[src/pkg/dtp_pkg.sv]
// Package: register map, field layout, modes and timing for the dual 8-bit timer
package dtp_pkg;

  // ==========================================================
  // Register byte addresses
  localparam logic [4:0] DTP_OFS_CTRL0 = 5'h00;
  localparam logic [4:0] DTP_OFS_CTRL1 = 5'h04;
  localparam logic [4:0] DTP_OFS_CMP0 = 5'h08;
  localparam logic [4:0] DTP_OFS_CMP1 = 5'h0C;
  localparam logic [4:0] DTP_OFS_COUNT = 5'h10;
  localparam logic [4:0] DTP_OFS_IRQ_STS = 5'h14;
  localparam logic [4:0] DTP_OFS_IRQ_MASK = 5'h18;
  localparam logic [4:0] DTP_OFS_MISC = 5'h1C;

  // ==========================================================
  // Control and misc register fields
  localparam int DTP_CTRL_MODE_LSB = 0;
  localparam int DTP_CTRL_START_BIT = 3;
  localparam int DTP_CTRL_CKSEL_LSB = 4;
  localparam int DTP_CTRL_FF_BIT = 7;
  localparam int DTP_MODE_W = 3;
  localparam int DTP_MODE_CASCADE_BIT = 2;
  localparam int DTP_MISC_PSSEL_BIT = 0;

  // ==========================================================
  // Reset values
  localparam logic [7:0] DTP_RST_CTRL = 8'h00;
  localparam logic [7:0] DTP_RST_CMP = 8'h00;
  localparam logic [1:0] DTP_RST_IRQ = 2'h0;
  localparam logic DTP_RST_PSSEL = 1'b0;

  // ==========================================================
  // Operating modes
  typedef enum logic [2:0] {
    DTP_MODE_TIMER = 3'h0,
    DTP_MODE_DIVIDER = 3'h1,
    DTP_MODE_PWM8 = 3'h2,
    DTP_MODE_RSVD = 3'h3,
    DTP_MODE_TIMER16 = 3'h4,
    DTP_MODE_WARMUP = 3'h5,
    DTP_MODE_PWM16 = 3'h6,
    DTP_MODE_PULSE16 = 3'h7
  } dtp_mode_t;

  // Clock select codes; 7 is the external count pin
  localparam logic [2:0] DTP_CK_SLOWEST = 3'h0;
  localparam logic [2:0] DTP_CK_DIV7 = 3'h1;
  localparam logic [2:0] DTP_CK_DIV5 = 3'h2;
  localparam logic [2:0] DTP_CK_DIV3 = 3'h3;
  localparam logic [2:0] DTP_CK_FS = 3'h4;
  localparam logic [2:0] DTP_CK_DIV1 = 3'h5;
  localparam logic [2:0] DTP_CK_FULL = 3'h6;
  localparam logic [2:0] DTP_CK_PIN = 3'h7;

  // ==========================================================
  // Timing: low-frequency clock derived from the system clock
  localparam int DTP_SYS_CLK_HZ = 40000000;
  localparam int DTP_FS_HZ = 32768;
  localparam int DTP_FS_DIV_CYCLES = DTP_SYS_CLK_HZ / DTP_FS_HZ;
  localparam int DTP_PRESC_W = 11;
  localparam int DTP_FS_DIV_W = 11;
  localparam int DTP_FS_SUB_W = 3;

endpackage

[src/dtp_prescaler.sv]
// Prescaler: one-cycle enable pulses for every internal count rate
`timescale 1ns/10ps
module dtp_prescaler
  import dtp_pkg::*;
(
  input wire logic sys_clk_i,
  input wire logic rst_i,
  input wire logic src_sel_i,
  output logic [7:0] tick_o
);

  logic [DTP_PRESC_W-1:0] pre_q, pre_d;
  logic [DTP_FS_DIV_W-1:0] fs_q, fs_d;
  logic [DTP_FS_SUB_W-1:0] fs8_q, fs8_d;
  logic [7:0] tick_q, tick_d;
  logic fs_tick, fs8_tick;

  // ==========================================================
  // Dividers
  always_comb
  begin
    pre_d = pre_q + 1'b1;
    fs_tick = (fs_q == DTP_FS_DIV_W'(DTP_FS_DIV_CYCLES - 1));
    fs_d = fs_tick ? '0 : fs_q + 1'b1;
    fs8_tick = fs_tick & (&fs8_q);
    fs8_d = fs_tick ? fs8_q + 1'b1 : fs8_q;
    tick_d = '0;
    // Slowest rate comes from the high or low clock chain
    tick_d[DTP_CK_SLOWEST] = src_sel_i ? fs8_tick : (&pre_q[10:0]);
    tick_d[DTP_CK_DIV7] = &pre_q[6:0];
    tick_d[DTP_CK_DIV5] = &pre_q[4:0];
    tick_d[DTP_CK_DIV3] = &pre_q[2:0];
    tick_d[DTP_CK_FS] = fs_tick;
    tick_d[DTP_CK_DIV1] = pre_q[0];
    tick_d[DTP_CK_FULL] = 1'b1;
  end

  always_ff @(posedge sys_clk_i)
  begin
    if (rst_i)
    begin
      pre_q <= '0;
      fs_q <= '0;
      fs8_q <= '0;
      tick_q <= '0;
    end
    else
    begin
      pre_q <= pre_d;
      fs_q <= fs_d;
      fs8_q <= fs8_d;
      tick_q <= tick_d;
    end
  end

  assign tick_o = tick_q;

endmodule

[src/dtp_channel.sv]
// One 8-bit up-counter with its output flip-flop and inverted pin
`timescale 1ns/10ps
module dtp_channel
  import dtp_pkg::*;
(
  input wire logic sys_clk_i,
  input wire logic rst_i,
  input wire logic run_i,
  input wire logic inc_i,
  input wire logic clr_i,
  input wire logic toggle_i,
  input wire logic ff_wr_i,
  input wire logic ff_val_i,
  output logic [7:0] cnt_o,
  output logic ff_o,
  output logic pin_n_o
);

  logic [7:0] cnt_q, cnt_d;
  logic ff_q, ff_d;
  logic pin_n_q;

  always_comb
  begin
    cnt_d = cnt_q;
    ff_d = ff_q;
    if (!run_i)
      cnt_d = '0;
    else if (clr_i)
      cnt_d = '0;
    else if (inc_i)
      cnt_d = cnt_q + 1'b1;
    if (ff_wr_i)
      ff_d = ff_val_i;
    else if (toggle_i)
      ff_d = ~ff_q;
  end

  always_ff @(posedge sys_clk_i)
  begin
    if (rst_i)
    begin
      cnt_q <= '0;
      ff_q <= 1'b0;
      pin_n_q <= 1'b1;
    end
    else
    begin
      cnt_q <= cnt_d;
      ff_q <= ff_d;
      pin_n_q <= ~ff_d;
    end
  end

  assign cnt_o = cnt_q;
  assign ff_o = ff_q;
  assign pin_n_o = pin_n_q;

endmodule

[src/dtp_timer.sv]
// Dual cascadable 8-bit timer/event counter with divider outputs and Avalon-MM registers
`timescale 1ns/10ps
module dtp_timer
  import dtp_pkg::*;
(
  input wire logic sys_clk_i,
  input wire logic rst_i,
  input wire logic [4:0] avs_address_i,
  input wire logic avs_read_i,
  input wire logic avs_write_i,
  input wire logic [31:0] avs_writedata_i,
  input wire logic [3:0] avs_byteenable_i,
  output logic [31:0] avs_readdata_o,
  output logic avs_waitrequest_o,
  input wire logic [1:0] count_input_pin_i,
  output logic [1:0] divider_out_pin_o,
  output logic match_interrupt_o
);
  import dtp_pkg::*;

  // ==========================================================
  // Bus slave: one wait state on every access
  logic wait_q, wait_d;
  logic [31:0] rdata_q, rdata_d;
  logic acc, wr_en;

  // ==========================================================
  // Register state
  logic [7:0] counter_control_reg_q [2];
  logic [7:0] counter_control_reg_d [2];
  logic [7:0] compare_reg_q [2];
  logic [7:0] compare_reg_d [2];
  logic [1:0] irq_sts_q, irq_sts_d;
  logic [1:0] irq_mask_q, irq_mask_d;
  logic pssel_q, pssel_d;
  logic irq_q, irq_d;
  logic [1:0] ctrl_wr, ff_wr;

  // ==========================================================
  // Counting datapath
  logic [7:0] tick;
  logic [1:0] sync1_q, sync2_q, sync3_q;
  logic [1:0] pin_fall, src, run, inc, clr, toggle, start, ff_val, ff;
  logic [2:0] cksel [2];
  logic [2:0] mode [2];
  logic [7:0] cnt [2];
  logic [1:0] pin_n;
  logic [1:0] match8, evt;
  logic cascade, match16;
  logic [15:0] cnt16_next;

  assign acc = (avs_read_i | avs_write_i) & wait_q;
  assign wr_en = avs_write_i & ~wait_q;

  dtp_prescaler u_presc (
    .sys_clk_i(sys_clk_i),
    .rst_i(rst_i),
    .src_sel_i(pssel_q),
    .tick_o(tick)
  );

  // ==========================================================
  // Per-channel field decode, pin edge detection and channel
  genvar g;
  generate
    for (g = 0; g < 2; g++)
    begin : g_ch
      assign mode[g] = counter_control_reg_q[g][DTP_CTRL_MODE_LSB +: DTP_MODE_W];
      assign cksel[g] = counter_control_reg_q[g][DTP_CTRL_CKSEL_LSB +: 3];
      assign start[g] = counter_control_reg_q[g][DTP_CTRL_START_BIT];
      assign ff_val[g] = avs_writedata_i[DTP_CTRL_FF_BIT];
      assign ctrl_wr[g] = wr_en & avs_byteenable_i[0]
        & (avs_address_i == (g == 0 ? DTP_OFS_CTRL0 : DTP_OFS_CTRL1));
      // Flip-flop loads only on a write made while stopped, so a stopping write holds the pin
      assign ff_wr[g] = ctrl_wr[g] & ~start[g];
      // Third stage only feeds the edge detector; first stage is read by the second alone
      assign pin_fall[g] = sync3_q[g] & ~sync2_q[g];
      assign src[g] = (cksel[g] == DTP_CK_PIN) ? pin_fall[g] : tick[cksel[g]];
      assign match8[g] = inc[g] & ((cnt[g] + 8'h01) == compare_reg_q[g]);

      dtp_channel u_ch (
        .sys_clk_i(sys_clk_i),
        .rst_i(rst_i),
        .run_i(run[g]),
        .inc_i(inc[g]),
        .clr_i(clr[g]),
        .toggle_i(toggle[g]),
        .ff_wr_i(ff_wr[g]),
        .ff_val_i(ff_val[g]),
        .cnt_o(cnt[g]),
        .ff_o(ff[g]),
        .pin_n_o(pin_n[g])
      );
    end
  endgenerate

  // ==========================================================
  // Run, increment, match and cascade control
  always_comb
  begin
    cascade = mode[1][DTP_MODE_CASCADE_BIT];
    // Upper start bit governs the whole 16-bit counter
    run[0] = cascade ? start[1] : start[0];
    run[1] = start[1];
    inc[0] = run[0] & src[0];
    inc[1] = cascade ? (inc[0] & (cnt[0] == 8'hFF)) : (run[1] & src[1]);
    cnt16_next = {cnt[1], cnt[0]} + 16'h0001;
    match16 = inc[0] & (cnt16_next == {compare_reg_q[1], compare_reg_q[0]});
    clr[0] = cascade ? match16 : match8[0];
    clr[1] = cascade ? match16 : match8[1];
    toggle[0] = match8[0] & ~cascade & (mode[0] == DTP_MODE_DIVIDER);
    toggle[1] = match8[1] & ~cascade & (mode[1] == DTP_MODE_DIVIDER);
    evt[0] = match8[0] & ~cascade;
    evt[1] = cascade ? match16 : match8[1];
  end

  // ==========================================================
  // Register writes, interrupt flags and read mux
  always_comb
  begin
    counter_control_reg_d = counter_control_reg_q;
    compare_reg_d = compare_reg_q;
    irq_mask_d = irq_mask_q;
    pssel_d = pssel_q;
    irq_sts_d = irq_sts_q;
    rdata_d = rdata_q;
    wait_d = 1'b1;
    for (int i = 0; i < 2; i++)
    begin
      if (ctrl_wr[i])
        counter_control_reg_d[i] = avs_writedata_i[7:0];
    end
    if (wr_en & avs_byteenable_i[0])
    begin
      unique case (avs_address_i)
        DTP_OFS_CMP0: compare_reg_d[0] = avs_writedata_i[7:0];
        DTP_OFS_CMP1: compare_reg_d[1] = avs_writedata_i[7:0];
        DTP_OFS_IRQ_STS: irq_sts_d = irq_sts_q & ~avs_writedata_i[1:0];
        DTP_OFS_IRQ_MASK: irq_mask_d = avs_writedata_i[1:0];
        DTP_OFS_MISC: pssel_d = avs_writedata_i[DTP_MISC_PSSEL_BIT];
        default: ;
      endcase
    end
    // A match in the clearing cycle still sets its flag
    irq_sts_d = irq_sts_d | evt;
    irq_d = |(irq_sts_d & irq_mask_d);
    if (acc)
    begin
      wait_d = 1'b0;
      rdata_d = 32'h0000_0000;
      unique case (avs_address_i)
        DTP_OFS_CTRL0: rdata_d[7:0] = {ff[0], counter_control_reg_q[0][6:0]};
        DTP_OFS_CTRL1: rdata_d[7:0] = {ff[1], counter_control_reg_q[1][6:0]};
        DTP_OFS_CMP0: rdata_d[7:0] = compare_reg_q[0];
        DTP_OFS_CMP1: rdata_d[7:0] = compare_reg_q[1];
        DTP_OFS_COUNT: rdata_d[15:0] = {cnt[1], cnt[0]};
        DTP_OFS_IRQ_STS: rdata_d[1:0] = irq_sts_q;
        DTP_OFS_IRQ_MASK: rdata_d[1:0] = irq_mask_q;
        DTP_OFS_MISC: rdata_d[DTP_MISC_PSSEL_BIT] = pssel_q;
        default: rdata_d = 32'h0000_0000;
      endcase
    end
  end

  always_ff @(posedge sys_clk_i)
  begin
    if (rst_i)
    begin
      counter_control_reg_q[0] <= DTP_RST_CTRL;
      counter_control_reg_q[1] <= DTP_RST_CTRL;
      compare_reg_q[0] <= DTP_RST_CMP;
      compare_reg_q[1] <= DTP_RST_CMP;
      irq_sts_q <= DTP_RST_IRQ;
      irq_mask_q <= DTP_RST_IRQ;
      pssel_q <= DTP_RST_PSSEL;
      irq_q <= 1'b0;
      wait_q <= 1'b1;
      rdata_q <= 32'h0000_0000;
      sync1_q <= 2'h3;
      sync2_q <= 2'h3;
      sync3_q <= 2'h3;
    end
    else
    begin
      counter_control_reg_q <= counter_control_reg_d;
      compare_reg_q <= compare_reg_d;
      irq_sts_q <= irq_sts_d;
      irq_mask_q <= irq_mask_d;
      pssel_q <= pssel_d;
      irq_q <= irq_d;
      wait_q <= wait_d;
      rdata_q <= rdata_d;
      sync1_q <= count_input_pin_i;
      sync2_q <= sync1_q;
      sync3_q <= sync2_q;
    end
  end

  assign avs_readdata_o = rdata_q;
  assign avs_waitrequest_o = wait_q;
  assign divider_out_pin_o = pin_n;
  assign match_interrupt_o = irq_q;

endmodule

[config.mk]
export PLATFORM = sky130hd
export DESIGN_NAME = dtp_timer
export DESIGN_NICKNAME = d
export VERILOG_FILES = /design/src/pkg/dtp_pkg.sv /design/src/dtp_prescaler.sv /design/src/dtp_channel.sv /design/src/dtp_timer.sv
export SDC_FILE = /design/constraint.sdc
export NUM_CORES = 1
export LEC_CHECK = 0
export BUFFER_PORTS_ARGS = -buffer_cell sky130_fd_sc_hd__buf_2
export CAP_MARGIN = 20
export CORE_MARGIN = 2
export CORE_UTILIZATION = 48
export CTS_CLUSTER_DIAMETER = 120
export DETAILED_ROUTE_END_ITERATION = 16
export PLACE_DENSITY = 0.74
export SLEW_MARGIN = 20
export SYNTH_ARGS = -nofsm -noshare
export SYNTH_HDL_FRONTEND = slang
export SYNTH_SLANG_ARGS = --single-unit
[constraint.sdc]
create_clock -name sys_clk_i -period 7.3 [get_ports sys_clk_i]
set_clock_uncertainty 0.2 [all_clocks]
set_input_delay 0.73 -clock sys_clk_i [delete_from_list [all_inputs] [get_ports sys_clk_i]]
set_output_delay 0.73 -clock sys_clk_i [all_outputs]
set_load 0.01 [all_outputs]
==> summary.md <==
| Metric | Value |
|---|---|
| Quantity of hold-fixing buffers added after cts | 0 |
| Gp weighted congestion | 0.929 |
| Port bufs | 39 |
| Critical path startpoint category | flop |
| Slew at the pin with the worst max-slew slack | 0.886 ns |
| Post-Synthesis Mean Instance Area | 9.11 sq um |
| Max-slew violation count | 0 |
| Area of the die | 12,100 sq um |
| Maximum number of pins on one net before global-route repair | 83 |
| First-pass GRT wire length | 19.5 mm |
| Post-synth design cell area | 5410 sq um |
| Slowest-stage cell, CP | sky130_fd_sc_hd__dfxtp_1 |
| Post-CTS Setup Inserts | 0 |
| Aggregate negative setup slack | 0 ns |
| Setup repair after global routing missed its margin | no |
| Reg2reg start | g_ch[0].u_ch.cnt_o[0] |
| Quantity of gates resized following cts | 0 |
| Worst vdd rail ir drop | 0.000102 V |
| Reg2Reg Depth | 8 |
| DIE HEIGHT | 110 um |
| First element of the critical path | g_ch[0].u_ch.cnt_o[0] |
| Ratio of cells with drive above 1 in the final layout | 13.9% |
| Post-route design area | 5890 sq um |
| Peak clock frequency supported by timing | 0.306 GHz |
| Largest area contributor in the synthesized netlist | sky130_fd_sc_hd__dfxtp_1 |
| Ratio of final minimum period to clock period | 44.7% |
| Final wirelength | 12.1 mm |
| Share of flip-flops with an asynchronous set or reset | 0% |
| Cell Chain, Critical Path | ha_1 -> nand3_1 -> a221oi_1 -> o2111ai_1 -> nor4_2 -> nand3b_1 -> mux2_4 -> or3_1 |
| Number of warning messages in the yosys log | 0 |
| Hold Fails Final Rpt | 0 |
| Share of the yosys chip area belonging to registers | 41.1% |
| Clock tree root driver cell | sky130_fd_sc_hd__clkbuf_16 |
| Top area cells in the synthesized netlist | sky130_fd_sc_hd__dfxtp_1 (41%), sky130_fd_sc_hd__nor2_1 (7.6%), sky130_fd_sc_hd__mux2i_1 (7.4%), sky130_fd_sc_hd__xnor2_1 (4.9%), sky130_fd_sc_hd__xor2_1 (3.9%) |
| Placeable Area | 10,900 sq um |
| Clock slew at reported path FFs | 0.08 ns |
| Synth top area share | 41.1% |
| Number of clock sinks | 111 |
| Nets | 669 |
| Detailed placer's ending HPWL | 8.85 mm |
| TritonCTS clock tree | built |
| CP Capture Type | flop |
| Synth Register Bits | 111 |
| Drt initial violations | 313 |
| Standard-cell rows | 38 |
| GR Util All Layers | 20.8% |
| CP Max Fanout | 7 |
| Antenna violations before repair | 0 |
| Post-synth EDFFs | 0 |
| Fill cell count | 983 |
| Storage cell area | 2220 sq um |
| Instance count of the mapped netlist | 594 |
| Yosys cell types | 62 |
| Worst reg2reg setup slack | 4.03 ns |
| Remaining Overflow, GRT | 0 |
| Hold Crit Class | reg2reg |
| Vias per std cell | 5.66 |
| Final antenna-violating net count | 0 |
| H-tree levels | 3 |
| Data arrival time at the worst-slack endpoint | 3.30 ns |
| Standby leakage power | 2.35 nW |
| Area of the multi-input gates | 2970 sq um |
| Horizontal die dimension | 110 um |
| Clock Tree Buf Depth | 2 |
| Worst setup path endpoint | g_ch[0].u_ch.ff_o |
| Relative slew slack | 40.7% |
| Clock latency reported for the late side of the worst-skew pair | 0.35 ns |
| Initial Util | 49.5% |
| Ant. Diodes | 0 |
| Longest individual stage delay on the worst path | 0.53 ns |
| Remaining routing DRC violations | 0 |
| I/O pin total | 83 |
| Prevailing post-synth register cell | sky130_fd_sc_hd__dfxtp_1 |
| Result of the run | completed |
| Ratio of total power to cell area | 197 nW/um^2 |
| Number of CTS-inserted buffers | 9 |
| Layout area overhead | 8.76% |
| Minimum clock period | 3.27 ns |
| Vias in the first global route | 3,972 |
| Number of maximum-capacitance violations | 0 |
| Placed inst area | 5600 sq um |
| Endpoint of the most critical register-to-register path | g_ch[0].u_ch.ff_o |
| Setup-violating endpoint count in the final report | 0 |
| Class of the most critical setup path | reg2reg |
| Via total after detailed routing | 4,295 |
| Drt first pass iters | 5 |
| CP Data Required Time | 7.34 ns |
| Wire length per cell after detailed routing | 16.0 um |
[cells in the mapped netlist (all sizes together), types with 2 or more instances]
cell type  number
xnor2          30
nand2b          3
o21ai          14
nor4            5
a211oi          4
a22oi           8
nor3           14
and4b           2
a22o            2
nor2b          11
and3b           3
nor4b           3
and4            3
and3           11
and2            2
xor2           24
a2111oi         2
nand3b          2
a21oi           7
clkbuf         17
buf            30
dfxtp         111
nor3b           3
nand3          18
inv             5
a31oi           4
mux2i          40
mux4            7
mux2            9
or2             7
nand4          12
nor2          110
ha              8
or3             6
a221oi          8
or4             2
nand2          31
[cell families after synthesis]
logic type	after synthesis	share of synthesized area, %
other cells	1	0.0693
buf+inv	53	5.18
simple gates	250	22.6
compound gates	61	8.23
flops	111	41.1
fa+ha+maj	8	1.85
mux	56	12.3
xor+xnor	54	8.74
[worst max-delay path: cells and delay by family, from the launching register on]
| kind | cells | cell delay [ns] |
|---|---|---|
| AO/OA/AOI/OAI | 2 | 0.48 |
| adder cells (fa/ha/maj) | 1 | 0.31 |
| flip-flops | 1 | 0.53 |
| multiplexers | 1 | 0.37 |
| AND/OR/NAND/NOR | 4 | 1.26 |
[stage by stage]
| stage | std cells | power, mW | hold slack (ns) | utilization (%) | worst slack, ns |
|---|---|---|---|---|---|
| after floorplan | 609 | 0.683 | 0.189 | - | 4.50 |
| after global placement | 743 | 0.696 | 0.201 | 51.2 | 4.09 |
| after detailed placement | 743 | 0.698 | 0.203 | 51.2 | 4.05 |
| after CTS | 759 | 1.17 | 0.222 | 53.8 | 4.05 |
| after global routing | 759 | 1.20 | 0.241 | 53.8 | 3.84 |
| final | 759 | 1.16 | 0.220 | 53.8 | 4.03 |
[area by class of cell]
cell class	instances	share of cell area [%]
clock buffer	10	3.89
clock inverter	6	0.978
inverter	6	0.383
multi-input combinational	445	50.5
sequential	111	37.7
tap	140	2.98
timing repair buffer	41	3.57
[flip-flops by register name (all words and copies together) (netlist names), 3 cells and up]
signal and count:
counter_control_reg_q 7, cksel 6, g_ch.u_ch.cnt_o 16, u_presc.pre_q 11, u_presc.fs_q 11, u_presc.tick_o 7, u_presc.fs8_q 3, avs_readdata_o 16
compare_reg_q 16
[metal layers]
layer	GRT usage [%]	vias to the layer above	routed length, um
li1	-	2088	-
met1	26.5	2028	5350
met2	34.3	153	5730
met3	3.59	26	698
met4	9.38	0	345
met5	0	-	0
[cell usage in the layout, fill, tap and decap left out, types with 4 or more instances in the layout]
master,n
sky130_fd_sc_hd__a21oi_1,7
sky130_fd_sc_hd__a221oi_1,8
sky130_fd_sc_hd__a22oi_1,8
sky130_fd_sc_hd__and3_1,11
sky130_fd_sc_hd__buf_2,39
sky130_fd_sc_hd__clkbuf_16,9
sky130_fd_sc_hd__conb_1,16
sky130_fd_sc_hd__dfxtp_1,111
sky130_fd_sc_hd__ha_1,8
sky130_fd_sc_hd__inv_1,5
sky130_fd_sc_hd__mux2_2,8
sky130_fd_sc_hd__mux2i_1,40
sky130_fd_sc_hd__mux4_2,7
sky130_fd_sc_hd__nand2_1,31
sky130_fd_sc_hd__nand3_1,18
sky130_fd_sc_hd__nand4_1,12
sky130_fd_sc_hd__nor2_1,110
sky130_fd_sc_hd__nor2b_1,11
sky130_fd_sc_hd__nor3_1,14
sky130_fd_sc_hd__nor4_1,4
sky130_fd_sc_hd__o21ai_0,13
sky130_fd_sc_hd__or2_2,7
sky130_fd_sc_hd__or3_1,6
sky130_fd_sc_hd__xnor2_1,30
sky130_fd_sc_hd__xor2_1,24
[power by group]
part / total, mW / internal, mW / leakage [nW] / switching [mW]
Combinational: 0.0620 / 0.0220 / 1.31 / 0.0400
Sequential: 0.622 / 0.616 / 0.899 / 0.00686
Clock: 0.475 / 0.241 / 0.142 / 0.234
[worst min-delay path by stage]
| stage | start | endpoint | depth (start not counted) |
|---|---|---|---|
| floorplan | sync1_q[0] | sync2_q[0] | 1 |
| global placement | sync1_q[0] | sync2_q[0] | 1 |
| detailed placement | sync1_q[1] | sync2_q[1] | 1 |
| CTS | sync1_q[1] | sync2_q[1] | 1 |
| global route | sync1_q[0] | sync2_q[0] | 1 |
| finish | sync1_q[1] | sync2_q[1] | 1 |
No activity file was read; power rests on OpenSTA's default activity.
